File: src/pso_pkg.sv
package pso_pkg;

  // ************************************************************
  // Register map
  // ************************************************************
  localparam logic [9:0] ADDR_STATUS = 10'h01F;
  localparam logic [9:0] ADDR_DRV_CTRL = 10'h0F0;

  // ************************************************************
  // Status byte field positions
  // ************************************************************
  localparam int ST_HOLDOVER = 5;
  localparam int ST_SEC_SEL = 4;
  localparam int ST_VCO_OK = 3;
  localparam int ST_SEC_OK = 2;
  localparam int ST_PRI_OK = 1;
  localparam int ST_LOCK = 0;
  localparam logic [7:0] ST_RESERVED_VAL = 8'h00;
  localparam logic [7:0] RD_UNMAPPED_VAL = 8'h00;

  // ************************************************************
  // Output control field positions and reset value
  // ************************************************************
  localparam int OC_FORMAT = 7;
  localparam int OC_CMOS_HI = 6;
  localparam int OC_CMOS_LO = 5;
  localparam int OC_POL_HI = 4;
  localparam int OC_POL_LO = 3;
  localparam int OC_LVL_HI = 2;
  localparam int OC_LVL_LO = 1;
  localparam int OC_PDN = 0;
  localparam logic [7:0] OC_RESET_VAL = 8'h62;
  localparam logic [1:0] CMOS_BOTH_OFF = 2'h0;
  localparam logic [1:0] CMOS_A_ONLY = 2'h1;
  localparam logic [1:0] CMOS_B_ONLY = 2'h2;
  localparam logic [1:0] CMOS_BOTH_ON = 2'h3;

  typedef struct packed {
    logic holdover_active;
    logic secondary_selected;
    logic vco_above;
    logic secondary_above;
    logic primary_above;
    logic digital_lock;
  } pso_monitor_type;

  typedef struct packed {
    logic cmos_mode;
    logic half_a_en;
    logic half_b_en;
    logic pol_a_inv;
    logic pol_b_inv;
    logic [1:0] lvds_level;
    logic powered_down;
  } pso_drive_type;

endpackage

File: src/pso_sync.sv
`timescale 1ns/1ps
module pso_sync #(
  parameter int WIDTH = 6
) (
  input wire logic mclk_i,
  input wire logic rst_i,
  input wire logic [WIDTH-1:0] d_i,
  output logic [WIDTH-1:0] q_o
);

  logic [WIDTH-1:0] stage1_reg;
  logic [WIDTH-1:0] stage2_reg;

  always_ff @(posedge mclk_i or posedge rst_i) begin
    if (rst_i) begin
      stage1_reg <= '0;
      stage2_reg <= '0;
    end else begin
      stage1_reg <= d_i;
      stage2_reg <= stage1_reg;
    end
  end

  assign q_o = stage2_reg;

endmodule

File: src/pso_regs.sv
`timescale 1ns/1ps
module pso_regs (
  input wire logic mclk_i,
  input wire logic rst_i,
  input wire logic [9:0] addr_i,
  input wire logic wr_i,
  input wire logic [7:0] wdata_i,
  output logic [7:0] rdata_o,
  input wire pso_pkg::pso_monitor_type monitor_i,
  output pso_pkg::pso_drive_type drive_o
);
  import pso_pkg::*;

  // ************************************************************
  // Monitor inputs
  // ************************************************************
  // Monitors live in other clock domains, so each bit is synchronised.
  pso_monitor_type mon_sync;

  pso_sync #(
    .WIDTH($bits(pso_monitor_type))
  ) u_sync (
    .mclk_i(mclk_i),
    .rst_i(rst_i),
    .d_i(monitor_i),
    .q_o(mon_sync)
  );

  // ************************************************************
  // Status byte
  // ************************************************************
  logic [7:0] status_byte;

  always_comb begin
    status_byte = ST_RESERVED_VAL;
    status_byte[ST_HOLDOVER] = mon_sync.holdover_active;
    status_byte[ST_SEC_SEL] = mon_sync.secondary_selected;
    status_byte[ST_VCO_OK] = mon_sync.vco_above;
    status_byte[ST_SEC_OK] = mon_sync.secondary_above;
    status_byte[ST_PRI_OK] = mon_sync.primary_above;
    status_byte[ST_LOCK] = mon_sync.digital_lock;
  end

  // ************************************************************
  // Driver decode
  // ************************************************************
  // One decode serves both the reset image and the next value, so they cannot drift apart.
  function automatic pso_drive_type drive_decode(input logic [7:0] ctrl);
    pso_drive_type d;
    logic fmt;
    logic off;
    logic [1:0] cfg;
    fmt = ctrl[OC_FORMAT];
    off = ctrl[OC_PDN];
    cfg = ctrl[OC_CMOS_HI:OC_CMOS_LO];
    d.cmos_mode = fmt;
    // Power-down wins over the half gating, so a tristated driver never shows as enabled.
    d.half_a_en = ~off & (~fmt | cfg[0]);
    d.half_b_en = ~off & (~fmt | cfg[1]);
    // Half B in CMOS mode inverts when the two polarity bits differ.
    d.pol_a_inv = ctrl[OC_POL_LO];
    d.pol_b_inv = fmt ? (ctrl[OC_POL_HI] ^ ctrl[OC_POL_LO]) : ~ctrl[OC_POL_LO];
    d.lvds_level = ctrl[OC_LVL_HI:OC_LVL_LO];
    d.powered_down = off;
    return d;
  endfunction

  localparam pso_drive_type DRV_RESET = drive_decode(OC_RESET_VAL);

  // ************************************************************
  // Output control byte
  // ************************************************************
  logic [7:0] ctrl_reg;
  logic [7:0] ctrl_next;
  logic [7:0] rdata_reg;
  logic [7:0] rdata_next;
  pso_drive_type drive_reg;
  pso_drive_type drive_next;
  wire hit_ctrl = (addr_i == ADDR_DRV_CTRL);
  wire hit_status = (addr_i == ADDR_STATUS);

  // Writes to the status address fall through and change nothing.
  assign ctrl_next = (wr_i && hit_ctrl) ? wdata_i : ctrl_reg;
  assign drive_next = drive_decode(ctrl_next);
  assign rdata_next = hit_ctrl ? ctrl_reg : (hit_status ? status_byte : RD_UNMAPPED_VAL);

  always_ff @(posedge mclk_i or posedge rst_i) begin
    if (rst_i) begin
      ctrl_reg <= OC_RESET_VAL;
      drive_reg <= DRV_RESET;
      rdata_reg <= RD_UNMAPPED_VAL;
    end else begin
      ctrl_reg <= ctrl_next;
      drive_reg <= drive_next;
      rdata_reg <= rdata_next;
    end
  end

  assign rdata_o = rdata_reg;
  // The pins are fed from flip-flops so decode glitches never reach the output stage.
  assign drive_o = drive_reg;

  // ************************************************************
  // Control fields seen by the checks
  // ************************************************************
  wire fmt_cmos = ctrl_reg[OC_FORMAT];
  wire [1:0] cmos_cfg = ctrl_reg[OC_CMOS_HI:OC_CMOS_LO];
  wire pol_hi = ctrl_reg[OC_POL_HI];
  wire pol_lo = ctrl_reg[OC_POL_LO];
  wire pdn = ctrl_reg[OC_PDN];

  // ************************************************************
  // Checks
  // ************************************************************
  // Each monitor bit takes two clocks through the synchroniser, hence the two-cycle offset.
  a_status_lock: assert property (@(posedge mclk_i) disable iff (rst_i)
    $rose(monitor_i.digital_lock) |-> ##2 status_byte[ST_LOCK])
    else $error("Lock bit did not follow the detector.");
  a_lock_follow: assert property (@(posedge mclk_i) disable iff (rst_i)
    ##2 (status_byte[ST_LOCK] == $past(monitor_i.digital_lock, 2)))
    else $error("Lock bit mismatch.");
  a_status_hold: assert property (@(posedge mclk_i) disable iff (rst_i)
    ##2 (status_byte[ST_HOLDOVER] == $past(monitor_i.holdover_active, 2)))
    else $error("Holdover bit mismatch.");
  a_status_select: assert property (@(posedge mclk_i) disable iff (rst_i)
    ##2 (status_byte[ST_SEC_SEL] == $past(monitor_i.secondary_selected, 2)))
    else $error("Reference select bit mismatch.");
  a_status_vco: assert property (@(posedge mclk_i) disable iff (rst_i)
    ##2 (status_byte[ST_VCO_OK] == $past(monitor_i.vco_above, 2)))
    else $error("VCO bit mismatch.");
  a_status_sec: assert property (@(posedge mclk_i) disable iff (rst_i)
    ##2 (status_byte[ST_SEC_OK] == $past(monitor_i.secondary_above, 2)))
    else $error("Secondary threshold bit mismatch.");
  a_status_pri: assert property (@(posedge mclk_i) disable iff (rst_i)
    ##2 (status_byte[ST_PRI_OK] == $past(monitor_i.primary_above, 2)))
    else $error("Primary threshold bit mismatch.");
  a_status_ro: assert property (@(posedge mclk_i) disable iff (rst_i)
    (wr_i && hit_status) |=> $stable(ctrl_reg))
    else $error("Status write disturbed control.");
  a_ctrl_hold: assert property (@(posedge mclk_i) disable iff (rst_i)
    !(wr_i && hit_ctrl) |=> $stable(ctrl_reg))
    else $error("Control changed without a write.");

  // ************************************************************
  // Control checks
  // ************************************************************
  a_format_write: assert property (@(posedge mclk_i) disable iff (rst_i)
    (wr_i && hit_ctrl) |=> (drive_o.cmos_mode == $past(wdata_i[OC_FORMAT])))
    else $error("Format bit not taken.");
  a_write_pdn: assert property (@(posedge mclk_i) disable iff (rst_i)
    (wr_i && hit_ctrl) |=> (drive_o.powered_down == $past(wdata_i[OC_PDN])))
    else $error("Power-down bit not taken.");
  a_drive_match: assert property (@(posedge mclk_i) disable iff (rst_i)
    (drive_o.cmos_mode == fmt_cmos) && (drive_o.powered_down == pdn))
    else $error("Driver state differs from control byte.");
  a_lvds_halves: assert property (@(posedge mclk_i) disable iff (rst_i)
    (!fmt_cmos && !pdn) |-> (drive_o.half_a_en && drive_o.half_b_en))
    else $error("LVDS driver not fully enabled.");
  a_cmos_gate: assert property (@(posedge mclk_i) disable iff (rst_i)
    (fmt_cmos && !pdn && cmos_cfg == CMOS_A_ONLY)
    |-> (drive_o.half_a_en && !drive_o.half_b_en))
    else $error("CMOS half gating wrong.");
  a_cmos_b_only: assert property (@(posedge mclk_i) disable iff (rst_i)
    (fmt_cmos && !pdn && cmos_cfg == CMOS_B_ONLY)
    |-> (!drive_o.half_a_en && drive_o.half_b_en))
    else $error("CMOS half B gating wrong.");
  a_cmos_both_off: assert property (@(posedge mclk_i) disable iff (rst_i)
    (fmt_cmos && cmos_cfg == CMOS_BOTH_OFF) |-> !(drive_o.half_a_en || drive_o.half_b_en))
    else $error("CMOS halves not tristated.");
  a_cmos_both_on: assert property (@(posedge mclk_i) disable iff (rst_i)
    (fmt_cmos && !pdn && cmos_cfg == CMOS_BOTH_ON) |-> (drive_o.half_a_en && drive_o.half_b_en))
    else $error("CMOS halves not both on.");
  a_pdn_off: assert property (@(posedge mclk_i) disable iff (rst_i)
    pdn |-> !(drive_o.half_a_en || drive_o.half_b_en))
    else $error("Powered-down channel still drives.");
  a_pol_lvds: assert property (@(posedge mclk_i) disable iff (rst_i)
    !fmt_cmos |-> (drive_o.pol_a_inv != drive_o.pol_b_inv))
    else $error("LVDS legs not complementary.");
  a_pol_lvds_a: assert property (@(posedge mclk_i) disable iff (rst_i)
    !fmt_cmos |-> (drive_o.pol_a_inv == pol_lo))
    else $error("LVDS polarity of half A wrong.");
  a_pol_cmos_same: assert property (@(posedge mclk_i) disable iff (rst_i)
    (fmt_cmos && !pol_hi) |-> (drive_o.pol_a_inv == drive_o.pol_b_inv))
    else $error("CMOS halves should share polarity.");
  a_pol_cmos_split: assert property (@(posedge mclk_i) disable iff (rst_i)
    (fmt_cmos && pol_hi) |-> (drive_o.pol_a_inv == pol_lo && drive_o.pol_b_inv != pol_lo))
    else $error("CMOS halves should have opposite polarity.");

  // ************************************************************
  // Read path checks
  // ************************************************************
  a_read_ctrl: assert property (@(posedge mclk_i) disable iff (rst_i)
    hit_ctrl |=> (rdata_o == $past(ctrl_reg)))
    else $error("Control readback wrong.");
  a_read_status: assert property (@(posedge mclk_i) disable iff (rst_i)
    hit_status |=> (rdata_o == $past(status_byte)))
    else $error("Status readback wrong.");
  a_read_unmapped: assert property (@(posedge mclk_i) disable iff (rst_i)
    (!hit_ctrl && !hit_status) |=> (rdata_o == RD_UNMAPPED_VAL))
    else $error("Unmapped read not zero.");

  // ************************************************************
  // Cover points
  // ************************************************************
  c_cmos_sel: cover property (@(posedge mclk_i) disable iff (rst_i)
    wr_i && hit_ctrl && wdata_i[OC_FORMAT]);
  c_status_rd: cover property (@(posedge mclk_i) disable iff (rst_i)
    hit_status && status_byte[ST_LOCK]);
  c_pdn: cover property (@(posedge mclk_i) disable iff (rst_i) pdn);
  c_b_only: cover property (@(posedge mclk_i) disable iff (rst_i)
    fmt_cmos && cmos_cfg == CMOS_B_ONLY);
  c_status_wr: cover property (@(posedge mclk_i) disable iff (rst_i) wr_i && hit_status);

endmodule

File: config.mk
export PLATFORM = sky130hd
export DESIGN_NAME = pso_regs
export DESIGN_NICKNAME = d
export VERILOG_FILES = /design/src/pso_pkg.sv /design/src/pso_sync.sv /design/src/pso_regs.sv
export SDC_FILE = /design/constraint.sdc
export NUM_CORES = 1
export LEC_CHECK = 0
export ABC_AREA = 1
export BUFFER_PORTS_ARGS = -buffer_cell sky130_fd_sc_hd__buf_2
export CAP_MARGIN = 5
export CORE_UTILIZATION = 40
export DETAILED_ROUTE_END_ITERATION = 8
export HOLD_SLACK_MARGIN = 0.03
export PLACE_DENSITY = 0.66
export SYNTH_ARGS = -nofsm -noshare
export SYNTH_HDL_FRONTEND = slang
export SYNTH_SLANG_ARGS = --single-unit
export TNS_END_PERCENT = 5
File: constraint.sdc
create_clock -name mclk_i -period 1.6 [get_ports mclk_i]
set_input_delay 0.32 -clock mclk_i [delete_from_list [all_inputs] [get_ports mclk_i]]
set_output_delay 0.32 -clock mclk_i [all_outputs]
set_load 0.01 [all_outputs]
==> impl_metrics.prom, run 1 <==
# TYPE chip_impl_metric gauge
chip_impl_info{name="status",value="finished, violations left"} 1
chip_impl_info{name="failing_checks",value="design-rule violations"} 1
chip_impl_metric{name="cts.clk_slew.worst_paths",unit="ns"} 0.09
chip_impl_metric{name="initial_antenna_violation_count",unit=""} 0
chip_impl_metric{name="postPlaceCellArea",unit="µm²"} 1460
chip_impl_metric{name="synth_top_cell_area_share",unit=""} 0.499
chip_impl_metric{name="timing_limited_maximum_frequency",unit="GHz"} 0.757
chip_impl_metric{name="critPathBufInv",unit=""} 1
chip_impl_info{name="critical_path.startpoint",value="ctrl_reg[1]$_DFFE_PP1N_"} 1
chip_impl_metric{name="worst-endpoint-arrival",unit="ns"} 1.00
chip_impl_metric{name="sum_of_routed_wire_length_over_all_layers",unit="mm"} 2.31
chip_impl_metric{name="cts.hold.buffers_added",unit=""} 0
chip_impl_metric{name="pwr_density_cell",unit="nW/µm²"} 865
chip_impl_metric{name="timing.critical_path.fanout_max",unit=""} 3
chip_impl_metric{name="grt-ovfl-total",unit=""} 0
chip_impl_metric{name="drt-wirelength-per-cell",unit="µm"} 11.8
chip_impl_info{name="timing_worst_setup_path_type",value="register to output pin"} 1
chip_impl_metric{name="max_slew_margin",unit=""} 0.748
chip_impl_metric{name="vias",unit=""} 920
chip_impl_info{name="post-synth-top-count-cell",value="dfrtp_1"} 1
chip_impl_metric{name="number_of_buffers_inserted_to_repair_setup_after_cts",unit=""} 0
chip_impl_metric{name="floorplan.rows",unit=""} 19
chip_impl_metric{name="postSynthNetCount",unit=""} 147
chip_impl_metric{name="adder_and_majority_cell_fraction_of_the_synthesized_area",unit=""} 0
chip_impl_metric{name="portBuffers",unit=""} 42
chip_impl_metric{name="tritoncts_num_sinks",unit=""} 31
chip_impl_metric{name="layout_min_cycle_time",unit="ns"} 1.32
chip_impl_metric{name="yosysWarnings",unit=""} 0
chip_impl_metric{name="cap_violations",unit=""} 0
chip_impl_metric{name="drc_errors",unit=""} 3
chip_impl_metric{name="simple_gate_share_of_the_synthesized_area",unit=""} 0.249
chip_impl_metric{name="last_weighted_congestion_value_of_the_routability_driven_placer",unit=""} 0.895
chip_impl_metric{name="min_period_over_period",unit=""} 0.825
chip_impl_metric{name="drtAntennaViolNets",unit=""} 0
chip_impl_info{name="crit_chain",value="buf_2"} 1
chip_impl_metric{name="drive_above_1_share",unit=""} 0.418
chip_impl_metric{name="cts.repair.resized",unit=""} 0
chip_impl_metric{name="worst_ep_required_time",unit="ns"} 1.28
chip_impl_metric{name="slew_violations",unit=""} 0
chip_impl_metric{name="synth_cell_types",unit=""} 20
chip_impl_metric{name="seq_area_frac_synth",unit=""} 0.625
chip_impl_metric{name="die_h",unit="µm"} 58.0
chip_impl_metric{name="final_nets",unit=""} 191
chip_impl_metric{name="clk_path_buf_depth",unit=""} 2
chip_impl_metric{name="critical_path.max_stage_delay",unit="ns"} 0.56
chip_impl_metric{name="dp_hpwl",unit="mm"} 1.73
chip_impl_info{name="synth_top_area_cell",value="dfrtp_1"} 1
chip_impl_metric{name="placeableCoreArea",unit="µm²"} 2850
chip_impl_metric{name="finalSetupViolations",unit=""} 0
chip_impl_metric{name="multiplexer_fraction_of_the_synthesized_cell_area",unit=""} 0
chip_impl_metric{name="rrSetupSlack",unit="ns"} 0.68
chip_impl_info{name="synth_top_flop_cell",value="dfrtp_1"} 1
chip_impl_metric{name="worst_skew_pair.late_latency",unit="ns"} 0.31
chip_impl_metric{name="count_of_antenna_diodes_in_the_layout",unit=""} 0
chip_impl_metric{name="leakage",unit="nW"} 0.846
chip_impl_metric{name="synth_cells",unit=""} 120
chip_impl_metric{name="detail_route.iter0.violations",unit=""} 22
chip_impl_metric{name="cts_buf_count",unit=""} 5
chip_impl_metric{name="syn-mean-instance-area",unit="µm²"} 10.4
chip_impl_metric{name="floorplan.die_area",unit="µm²"} 3360
chip_impl_metric{name="vdd.ir_drop.worst",unit="V"} 0.000527
chip_impl_info{name="cts_tree",value="built"} 1
chip_impl_metric{name="layout.cell_area.non_filler",unit="µm²"} 1510
chip_impl_metric{name="synth_enable_flop_cells",unit=""} 0
chip_impl_info{name="netlist_top_cells_count",value="dfrtp_1 (25), nand2_1 (24), inv_1 (18), nand3_1 (9), nor2_1 (8)"} 1
chip_impl_metric{name="cts_htree_levels",unit=""} 2
chip_impl_metric{name="design.portCount",unit=""} 43
chip_impl_metric{name="cell_area_after_synthesis",unit="µm²"} 1250
chip_impl_metric{name="synth-compound-area-share",unit=""} 0.0309
chip_impl_info{name="cpMaxStageDelayCell",value="dfstp_2"} 1
chip_impl_metric{name="worstRegToRegCells",unit=""} 4
chip_impl_metric{name="dieWidth",unit="µm"} 58.0
chip_impl_metric{name="synthToLayoutAreaGrowth",unit="%"} 20.6
chip_impl_metric{name="grt_max_degree",unit=""} 32
chip_impl_info{name="synth.top_cells.by_area",value="dfrtp_1 (50%), dfstp_2 (13%), nand2_1 (7.2%)"} 1
chip_impl_metric{name="vias_per_cell",unit=""} 4.69
chip_impl_info{name="cts.root.buffer_cell",value="clkbuf_4"} 1
chip_impl_metric{name="post_synthesis_xor_xnor_area_fraction",unit=""} 0
chip_impl_metric{name="globalRouteTotalUtil",unit=""} 0.161
chip_impl_metric{name="grt_pass1_vias",unit=""} 948
chip_impl_info{name="worstSetupStartpointType",value="register"} 1
chip_impl_metric{name="initial_standard_cell_utilization_of_the_core",unit=""} 0.439
chip_impl_metric{name="fin_skew",unit="ns"} 0.00512
chip_impl_info{name="largest_family_of_logic_cells_by_synthesized_area",value="simple AND/OR/NAND/NOR gates"} 1
chip_impl_info{name="hold_class",value="input port to asynchronous set/reset pin"} 1
chip_impl_metric{name="async_set_or_reset_flop_fraction_in_the_synthesized_netlist",unit=""} 1.00
chip_impl_metric{name="finalHoldViolations",unit=""} 0
chip_impl_metric{name="post-layout-total-power",unit="mW"} 1.31
chip_impl_metric{name="setup_slack",unit="ns"} 0.280
chip_impl_info{name="critical-path-top-delay-family",value="flip-flops"} 1
chip_impl_info{name="setup_repair_after_global_routing_missed_its_margin",value="false"} 1
chip_impl_metric{name="dpl_ws",unit="ns"} 0.131
chip_impl_metric{name="timing_worst_slew_pin_value",unit="ns"} 0.376
chip_impl_info{name="regToRegEndpoint",value="drive_o[5]$_DFF_PP1_"} 1
chip_impl_metric{name="wire_length_of_the_first_global_routing_pass",unit="mm"} 3.91
chip_impl_info{name="setup.worst_path.end_class",value="output pin"} 1
chip_impl_metric{name="fin_tns_setup",unit="ns"} 0
chip_impl_metric{name="ys_seq_elements",unit=""} 31
chip_impl_info{name="r2r_start",value="ctrl_reg[6]$_DFF_PP1_"} 1
chip_impl_metric{name="firstDrtPassIters",unit=""} 6
[kinds of logic (layout without fill, tap and decap cells)]
family,Yosys count,in the layout
buffers and inverters,25,70
flip-flops,31,31
AO/OA/AOI/OAI,7,7
AND/OR/NAND/NOR,57,57
[per-layer routing]
layer	track usage	wire length, µm	part of all wire
met5	0	0	0
met4	0.109	55	0.024
met3	0.0513	108	0.047
met2	0.268	1190	0.51
met1	0.174	959	0.41
[tightest hold or removal path: stages]
cell	delay, ns
buf_2	0.10
inv_1	0.04
buf_4	0.34
[area by class of cell]
type	instances	area, µm²
Clock buffer	7	45.0
Clock inverter	1	5.00
Fill cell	270	1340
Inverter	19	71.3
Multi-Input combinational cell	64	350
Sequential cell	31	783
Tap cell	31	38.8
Timing Repair Buffer	43	218
[report_power, final]
part / switching (mW) / internal (mW)
sequential: 0.00558 / 0.805
clock: 0.238 / 0.171
combinational: 0.0532 / 0.0356
total: 0.297 / 1.01
[stage by stage]
stage	hold slack, ns	instances	utilization
after floorplan	0.331	120	-
after global placement	0.332	188	0.512
after detailed placement	0.336	188	0.512
after CTS	0.0677	196	0.530
after global routing	0.0738	196	0.530
final	0.0686	196	0.530
[layout by cell type, fill, tap and decap left out, drive strengths merged]
cell / Yosys / final
o21ai: 5 / 5
nand2: 31 / 31
nand4: 5 / 5
nand3: 10 / 10
dfrtp: 25 / 25
clkbuf: 0 / 7
a21oi: 2 / 2
buf: 6 / 43
inv: 19 / 19
nor2: 11 / 11
dfstp: 6 / 6
clkinv: 0 / 1
[worst max-delay path by stage]
stage	to	slack, ns	cells past startpoint
2_1_floorplan	drive_o[3]$_DFF_PP1_	0.51	8
3_3_place_gp	drive_o[5]$_DFF_PP1_	0.22	8
3_5_place_dp	drive_o[5]$_DFF_PP1_	0.13	8
4_1_cts	drive_o[1]	0.26	1
5_1_grt	drive_o[1]	0.23	1
6_report	drive_o[1]	0.28	1
Note: power is estimated with default switching activity, not from simulation.
==> run 2, diff against run 1 <==
- ABC_AREA: 1 -> 0
- PLACE_DENSITY: 0.66 -> 0.69
- clock period: 1.6 -> 1.2 ns (I/O delays scaled with it)
==> impl_metrics.prom, run 2 <==
# TYPE chip_impl_metric gauge
chip_impl_metric{name="detail_route.iter0.violations",unit=""} 4
chip_impl_metric{name="ys_seq_elements",unit=""} 31
chip_impl_metric{name="placeableCoreArea",unit="µm²"} 2780
chip_impl_info{name="top_layer",value="met4"} 1
chip_impl_metric{name="fin_util",unit=""} 0.580
chip_impl_metric{name="last_weighted_congestion_value_of_the_routability_driven_placer",unit=""} 0.744
chip_impl_metric{name="cell_area_after_synthesis",unit="µm²"} 1190
chip_impl_info{name="failing_checks",value="negative setup slack"} 1
chip_impl_metric{name="portBuffers",unit=""} 42
chip_impl_metric{name="finalHoldViolations",unit=""} 0
chip_impl_metric{name="critPathBufInv",unit=""} 1
chip_impl_info{name="critical-path-top-delay-family",value="simple AND/OR/NAND/NOR gates"} 1
chip_impl_metric{name="floorplan.rows",unit=""} 19
chip_impl_info{name="cts.root.buffer_cell",value="clkbuf_4"} 1
chip_impl_metric{name="layout.cells.non_filler",unit=""} 167
chip_impl_metric{name="grt_pass1_vias",unit=""} 829
chip_impl_metric{name="vias",unit=""} 801
chip_impl_metric{name="synth_top_cell_area_share",unit=""} 0.524
chip_impl_metric{name="die_h",unit="µm"} 56.7
chip_impl_metric{name="tritoncts_num_sinks",unit=""} 31
chip_impl_metric{name="count_of_antenna_diodes_in_the_layout",unit=""} 0
chip_impl_metric{name="floorplan.die_area",unit="µm²"} 3210
chip_impl_info{name="netlist_top_cells_count",value="dfrtp_1 (25), mux2_4 (7), a22o_1 (6), dfstp_2 (6), inv_1 (6)"} 1
chip_impl_info{name="synth_top_area_cell",value="dfrtp_1"} 1
chip_impl_metric{name="timing_limited_maximum_frequency",unit="GHz"} 0.652
chip_impl_metric{name="drt-wirelength-per-cell",unit="µm"} 13.2
chip_impl_info{name="min_delay_worst_endpoint",value="ctrl_reg[1]$_DFFE_PP1N_"} 1
chip_impl_metric{name="dieWidth",unit="µm"} 56.7
chip_impl_metric{name="dpl_ws",unit="ns"} -0.687
chip_impl_metric{name="min_period_over_period",unit=""} 1.28
chip_impl_metric{name="yosysWarnings",unit=""} 0
chip_impl_metric{name="seq_area_frac_synth",unit=""} 0.655
chip_impl_metric{name="firstDrtPassIters",unit=""} 2
chip_impl_metric{name="drtAntennaViolNets",unit=""} 0
chip_impl_metric{name="place_inst",unit=""} 153
chip_impl_metric{name="worst-endpoint-arrival",unit="ns"} 1.75
chip_impl_metric{name="leakage",unit="nW"} 0.875
chip_impl_metric{name="worst_ep_required_time",unit="ns"} 1.42
chip_impl_info{name="post-synth-top-count-cell",value="dfrtp_1"} 1
chip_impl_metric{name="slew_violations",unit=""} 0
chip_impl_info{name="mostFrequentLayoutCell",value="buf_2"} 1
chip_impl_metric{name="synth_enable_flop_cells",unit=""} 0
chip_impl_metric{name="globalRouteTotalUtil",unit=""} 0.154
chip_impl_metric{name="synth_cell_types",unit=""} 24
chip_impl_metric{name="timing.critical_path.fanout_max",unit=""} 11
chip_impl_metric{name="worst_skew_pair.late_latency",unit="ns"} 0.32
chip_impl_metric{name="worstRegToRegCells",unit=""} 2
chip_impl_metric{name="cap_violations",unit=""} 0
chip_impl_metric{name="syn-mean-instance-area",unit="µm²"} 14.9
chip_impl_metric{name="vias_per_cell",unit=""} 4.80
chip_impl_metric{name="number_of_buffers_inserted_to_repair_setup_after_cts",unit=""} 0
chip_impl_info{name="synth.top_cells.by_area",value="dfrtp_1 (52%), dfstp_2 (13%), mux2_4 (8.8%)"} 1
chip_impl_metric{name="fin_skew",unit="ns"} 0.00647
chip_impl_info{name="hold_class",value="input port to register"} 1
chip_impl_info{name="synth_top_flop_cell",value="dfrtp_1"} 1
chip_impl_info{name="hold_path.startpoint",value="wdata_i[1]"} 1
chip_impl_info{name="timing_worst_setup_path_type",value="input port to register"} 1
chip_impl_metric{name="initial_standard_cell_utilization_of_the_core",unit=""} 0.430
chip_impl_metric{name="max_slew_margin",unit=""} 0.747
chip_impl_metric{name="clk_path_buf_depth",unit=""} 2
chip_impl_metric{name="detailroute.wirelength.met3",unit="µm"} 90
chip_impl_info{name="cpMaxStageDelayCell",value="or4_4"} 1
chip_impl_metric{name="design.portCount",unit=""} 43
chip_impl_metric{name="layout_min_cycle_time",unit="ns"} 1.53
chip_impl_metric{name="pwr_density_cell",unit="nW/µm²"} 1130
chip_impl_metric{name="timing_worst_slew_pin_value",unit="ns"} 0.379
chip_impl_metric{name="final_nets",unit=""} 163
chip_impl_metric{name="async_set_or_reset_flop_fraction_in_the_synthesized_netlist",unit=""} 1.00
chip_impl_metric{name="vdd.ir_drop.worst",unit="V"} 0.000855
chip_impl_info{name="mostFrequentLayoutCells",value="buf_2 (36), dfrtp_1 (24), mux2_4 (7), dlygate4sd3_1 (7), buf_4 (7)"} 1
chip_impl_metric{name="postSynthNetCount",unit=""} 107
chip_impl_metric{name="dp_hpwl",unit="mm"} 1.46
chip_impl_info{name="regToRegEndpoint",value="rdata_o[6]$_DFF_PP0_"} 1
chip_impl_metric{name="whs",unit="ns"} 0.150
chip_impl_info{name="critical_path.startpoint",value="addr_i[9]"} 1
chip_impl_info{name="crit_chain",value="buf_6, or4b_4, or4_4, mux2_4"} 1
chip_impl_metric{name="grt_max_degree",unit=""} 32
chip_impl_metric{name="synth_cells",unit=""} 80
chip_impl_metric{name="grt-ovfl-total",unit=""} 0
chip_impl_info{name="worstSetupStartpointType",value="input port"} 1
chip_impl_metric{name="drc_errors",unit=""} 0
chip_impl_metric{name="finalSetupViolations",unit=""} 13
chip_impl_metric{name="setup_slack",unit="ns"} -0.333
chip_impl_info{name="status",value="finished, violations left"} 1
chip_impl_metric{name="drive_above_1_share",unit=""} 0.551
chip_impl_metric{name="sum_of_routed_wire_length_over_all_layers",unit="mm"} 2.20
chip_impl_metric{name="synthToLayoutAreaGrowth",unit="%"} 35.1
chip_impl_metric{name="critical_path.max_stage_delay",unit="ns"} 0.56
chip_impl_metric{name="cts.clk_slew.worst_paths",unit="ns"} 0.09
chip_impl_info{name="cts_tree",value="built"} 1
chip_impl_metric{name="cts_htree_levels",unit=""} 2
chip_impl_metric{name="initial_antenna_violation_count",unit=""} 0
chip_impl_metric{name="min_path_cells",unit=""} 2
chip_impl_info{name="setup.worst_path.end_class",value="register"} 1
chip_impl_metric{name="m1WireLength",unit="µm"} 879
chip_impl_metric{name="rrSetupSlack",unit="ns"} 0.26
chip_impl_info{name="setup_repair_after_global_routing_missed_its_margin",value="true"} 1
chip_impl_info{name="r2r_start",value="ctrl_reg[6]$_DFF_PP1_"} 1
chip_impl_metric{name="cts_buf_count",unit=""} 5
chip_impl_metric{name="wl_met2",unit="mm"} 1.19
chip_impl_metric{name="wire_length_of_the_first_global_routing_pass",unit="mm"} 3.62
==> run 2: cells by family after synthesis <==
kind of cell / synth area share
DFF: 0.655
and+or+nand+nor: 0.0838
buffers and inverters: 0.0628
muxes: 0.123
AOI/OAI and AO/OA: 0.0607
xor gates and xnor gates: 0.0147
==> run 2: worst max path at each step <==
stage | endpoint | depth (start not counted)
floorplan | ctrl_reg[0]$_DFF_PP0_ | 4
global placement | ctrl_reg[0]$_DFF_PP0_ | 4
detailed placement | ctrl_reg[4]$_DFF_PP0_ | 4
CTS | ctrl_reg[0]$_DFF_PP0_ | 4
global route | ctrl_reg[4]$_DFF_PP0_ | 4
finish | ctrl_reg[4]$_DFF_PP0_ | 4
==> run 2: cell type report <==
class,instances,area [µm²]
flip-flops and latches,31,785
fillers,234,1170
clock inverters,1,5.00
inverters,6,22.5
clock buffers,6,51.3
repair buffers,56,370
multi-input cells,36,342
well taps,31,38.8
==> run 2: repair_timing <==
| action | in CTS | in global routing |
|---|---|---|
| hold buffers | 7 | 0 |
| setup endpoints to repair | 19 | 23 |
| endpoints found under the hold margin | 31 | 0 |
| pin swaps | 0 | 6 |
| gates resized for setup | 6 | 2 |
| cloned | 0 | 0 |
==> run 2: per-layer routing <==
metal	GRT usage	up-vias
met4	0.0627	0
met3	0.0645	5
met2	0.267	23
met1	0.163	392
li1	-	381
met5	0	-
==> run 2: through the flow <==
stage          power, mW  instance area (µm²)  setup TNS (ns)
6_report            1.82                 1610           -3.30
5_1_grt             1.90                 1610           -3.60
4_1_cts             1.84                 1610           -3.15
3_5_place_dp        1.22                 1440           -9.54
3_3_place_gp        1.21                 1440           -9.36
2_1_floorplan       1.15                 1190           -7.22
==> run 2: power breakdown <==
group | total, mW | internal (mW) | switching, mW
clock | 0.600 | 0.271 | 0.329
combinational | 0.138 | 0.0795 | 0.0587
sequential | 1.08 | 1.07 | 0.0104
total | 1.82 | 1.42 | 0.398
==> run 3, diff against run 2 <==
- SYNTH_HIERARCHICAL: unset -> 1
==> impl_metrics.prom, run 3 <==
# TYPE chip_impl_metric gauge
chip_impl_metric{name="slew_violations",unit=""} 0
chip_impl_metric{name="vdd.ir_drop.worst",unit="V"} 0.000644
chip_impl_metric{name="ys_seq_elements",unit=""} 31
chip_impl_metric{name="worst_ep_required_time",unit="ns"} 1.45
chip_impl_info{name="netlist_top_cells_count",value="dfrtp_1 (25), inv_1 (7), mux2_4 (7), a22o_1 (6), dfstp_2 (6)"} 1
chip_impl_metric{name="cts_buf_count",unit=""} 5
chip_impl_metric{name="die_h",unit="µm"} 56.8
chip_impl_metric{name="cts_htree_levels",unit=""} 2
chip_impl_info{name="cts_tree",value="built"} 1
chip_impl_metric{name="synth_top_cell_area_share",unit=""} 0.520
chip_impl_metric{name="drc_errors",unit=""} 4
chip_impl_metric{name="dieWidth",unit="µm"} 56.8
chip_impl_metric{name="timing_worst_slew_pin_value",unit="ns"} 0.429
chip_impl_metric{name="count_of_antenna_diodes_in_the_layout",unit=""} 0
chip_impl_metric{name="timing_limited_maximum_frequency",unit="GHz"} 0.763
chip_impl_metric{name="fillCellCount",unit=""} 236
chip_impl_metric{name="worst-endpoint-arrival",unit="ns"} 1.57
chip_impl_metric{name="setup_slack",unit="ns"} -0.111
chip_impl_metric{name="finalSetupViolations",unit=""} 10
chip_impl_info{name="critical_path.startpoint",value="addr_i[0]"} 1
chip_impl_metric{name="wire_length_of_the_first_global_routing_pass",unit="mm"} 4.02
chip_impl_metric{name="cap_violations",unit=""} 0
chip_impl_metric{name="syn-mean-instance-area",unit="µm²"} 14.8
chip_impl_metric{name="area_taken_by_multi_input_logic_gates",unit="µm²"} 368
chip_impl_metric{name="initial_antenna_violation_count",unit=""} 0
chip_impl_metric{name="dpl_ws",unit="ns"} -0.500
chip_impl_metric{name="power.combinational.fraction",unit=""} 0.081
chip_impl_metric{name="critical_path.max_stage_delay",unit="ns"} 0.55
chip_impl_metric{name="postSynthNetCount",unit=""} 108
chip_impl_info{name="synth_top_flop_cell",value="dfrtp_1"} 1
chip_impl_metric{name="cts.clk_slew.worst_paths",unit="ns"} 0.09
chip_impl_info{name="failing_checks",value="design-rule violations, negative setup slack"} 1
chip_impl_metric{name="worst_skew_pair.late_latency",unit="ns"} 0.32
chip_impl_metric{name="cellInternalPower",unit="mW"} 1.44
chip_impl_info{name="hold_path.startpoint",value="wdata_i[2]"} 1
chip_impl_metric{name="grt_max_degree",unit=""} 20
chip_impl_metric{name="fin_skew",unit="ns"} 0.0104
chip_impl_info{name="setup_repair_after_global_routing_missed_its_margin",value="true"} 1
chip_impl_metric{name="finalHoldViolations",unit=""} 0
chip_impl_info{name="cts.root.buffer_cell",value="clkbuf_4"} 1
chip_impl_metric{name="detail_route.iter0.violations",unit=""} 10
chip_impl_metric{name="design.portCount",unit=""} 43
chip_impl_info{name="mostFrequentLayoutCells",value="buf_2 (35), dfrtp_1 (24), buf_6 (8)"} 1
chip_impl_metric{name="drt-wirelength-per-cell",unit="µm"} 13.6
chip_impl_metric{name="max_slew_margin",unit=""} 0.713
chip_impl_metric{name="final_nets",unit=""} 165
chip_impl_metric{name="async_set_or_reset_flop_fraction_in_the_synthesized_netlist",unit=""} 1.00
chip_impl_metric{name="synth_cells",unit=""} 81
chip_impl_metric{name="pwr_density_cell",unit="nW/µm²"} 1110
chip_impl_metric{name="sum_of_routed_wire_length_over_all_layers",unit="mm"} 2.32
chip_impl_info{name="timing_worst_setup_path_type",value="input port to register"} 1
chip_impl_metric{name="floorplan.die_area",unit="µm²"} 3230
chip_impl_metric{name="place_inst",unit=""} 153
chip_impl_metric{name="vias",unit=""} 821
chip_impl_info{name="synth.top_cells.by_area",value="dfrtp_1 (52%), dfstp_2 (13%), mux2_4 (8.7%)"} 1
chip_impl_metric{name="firstDrtPassIters",unit=""} 6
chip_impl_metric{name="yosysWarnings",unit=""} 6
chip_impl_metric{name="cell_area_after_synthesis",unit="µm²"} 1200
chip_impl_metric{name="layout.cells.non_filler",unit=""} 170
chip_impl_info{name="setup.worst_path.end_class",value="register"} 1
chip_impl_metric{name="drtAntennaViolNets",unit=""} 0
chip_impl_metric{name="seq_area_frac_synth",unit=""} 0.651
chip_impl_metric{name="timing.critical_path.fanout_max",unit=""} 5
chip_impl_metric{name="last_weighted_congestion_value_of_the_routability_driven_placer",unit=""} 0.747
chip_impl_metric{name="min_period_over_period",unit=""} 1.09
chip_impl_metric{name="tritoncts_num_sinks",unit=""} 31
chip_impl_metric{name="grt_pass1_vias",unit=""} 905
chip_impl_metric{name="sequential_fraction_of_design_power",unit=""} 0.587
chip_impl_info{name="mostFrequentLayoutCell",value="buf_2"} 1
chip_impl_metric{name="floorplan.rows",unit=""} 19
chip_impl_metric{name="leakage",unit="nW"} 0.889
chip_impl_info{name="cpMaxStageDelayCell",value="or4_4"} 1
chip_impl_metric{name="grt-ovfl-total",unit=""} 0
chip_impl_metric{name="clk_path_buf_depth",unit=""} 2
chip_impl_metric{name="initial_standard_cell_utilization_of_the_core",unit=""} 0.429
chip_impl_metric{name="globalRouteTotalUtil",unit=""} 0.172
chip_impl_info{name="synth_top_area_cell",value="dfrtp_1"} 1
chip_impl_metric{name="layout_min_cycle_time",unit="ns"} 1.31
chip_impl_info{name="worstSetupStartpointType",value="input port"} 1
chip_impl_metric{name="drive_above_1_share",unit=""} 0.547
chip_impl_info{name="status",value="finished, violations left"} 1
chip_impl_metric{name="portBuffers",unit=""} 42
chip_impl_info{name="post-synth-top-count-cell",value="dfrtp_1"} 1
chip_impl_metric{name="total_switching_power",unit="µW"} 402
chip_impl_info{name="r2r_start",value="ctrl_reg[6]$_DFF_PP1_"} 1
chip_impl_metric{name="register_area",unit="µm²"} 785
chip_impl_info{name="hold_class",value="input port to register"} 1
chip_impl_info{name="crit_chain",value="buf_6, nand4bb_4, buf_4, or4_4, mux2_4"} 1
chip_impl_metric{name="switching_share",unit=""} 0.218
chip_impl_metric{name="p_clk_frac",unit=""} 0.331
chip_impl_metric{name="synthToLayoutAreaGrowth",unit="%"} 37.9
chip_impl_metric{name="vias_per_cell",unit=""} 4.83
chip_impl_metric{name="dp_hpwl",unit="mm"} 1.53
chip_impl_metric{name="critPathBufInv",unit=""} 2
chip_impl_info{name="critical-path-top-delay-family",value="simple AND/OR/NAND/NOR gates"} 1
chip_impl_metric{name="synth_enable_flop_cells",unit=""} 0
chip_impl_metric{name="placeableCoreArea",unit="µm²"} 2810
chip_impl_metric{name="synth_cell_types",unit=""} 23
[run 3: changes by cell type after synthesis, sizes merged]
cell	previous run	this run
nand4bb	0	2
inv	6	7
nand4b	1	0
or4b	1	0
[run 3: path summary, 6_finish.rpt]
| path | to | slack [ns] | cells after the start |
|---|---|---|---|
| worst min-delay path | ctrl_reg[2]$_DFFE_PP0N_ | 0.15 | 2 |
| worst max register to register | rdata_o[6]$_DFF_PP0_ | 0.24 | 2 |
| worst max-delay path | drive_o[5]$_DFF_PP1_ | -0.11 | 5 |
| min in group asynchronous | u_sync/stage1_reg[0]$_DFF_PP0_ | 0.45 | 3 |
| worst min register to register | u_sync/q_o[2]$_DFF_PP0_ | 0.36 | 0 |
| max in group asynchronous | u_sync/q_o[5]$_DFF_PP0_ | 0.44 | 3 |
[run 3: power by group through the flow]
stage / logic, mW / registers, mW / clock network (mW)
after floorplan: 0.0499 / 1.10 / 0
after global placement: 0.112 / 1.10 / 0
after detailed placement: 0.116 / 1.10 / 0
after CTS: 0.141 / 1.08 / 0.636
after global routing: 0.166 / 1.09 / 0.685
final: 0.150 / 1.08 / 0.612
[run 3: worst reg2reg max path: stages, from the launching register on]
cell	delay (ns)
dfstp_2	0.53
inv_1	0.05
nor4_1	0.28
[run 3: final cells by class]
cell class              instances  share of cell area
inverters                       7              0.0158
clock inverters                 1             0.00302
flip-flops and latches         31               0.473
repair buffers                 56               0.229
well taps                      31              0.0234
clock buffers                   7              0.0332
multi-input cells              37               0.222
[run 3: per-stage QoR]
step	TNS, ns	cell area, µm²	total power, mW	util	hold slack (ns)
6_report	-0.875	1660	1.85	0.591	0.154
3_5_place_dp	-5.44	1440	1.22	0.515	0.264
4_1_cts	-0.706	1620	1.86	0.578	0.138
3_3_place_gp	-5.24	1440	1.21	0.515	0.251
2_1_floorplan	-3.21	1200	1.15	-	0.105
5_1_grt	-1.16	1660	1.94	0.591	0.141
[run 3: cells by family after synthesis]
logic type             Yosys count  share of synthesized area
AND/OR/NAND/NOR                 13                     0.0864
buffers and inverters           14                     0.0656
XOR/XNOR                         2                     0.0146
flip-flops                      31                      0.651
multiplexers                    11                      0.122
AO/OA/AOI/OAI                   10                     0.0604
[run 3: layer usage]
layer / routed length [µm] / vias up / track usage
met5: 0 / - / 0
met1: 914 / 404 / 0.182
met2: 1260 / 24 / 0.310
li1: - / 389 / -
met4: 19 / 0 / 0.0836
met3: 127 / 4 / 0.0530
[run 3: timing repair]
item / 4_1_cts / 5_1_grt
endpoints found under the hold margin: 31 / 0
hold buffers: 7 / 0
pin swaps: 2 / 2
resized for setup: 7 / 4
cloned: 1 / 0
buffers inserted: 0 / 1
setup endpoints to repair: 13 / 15
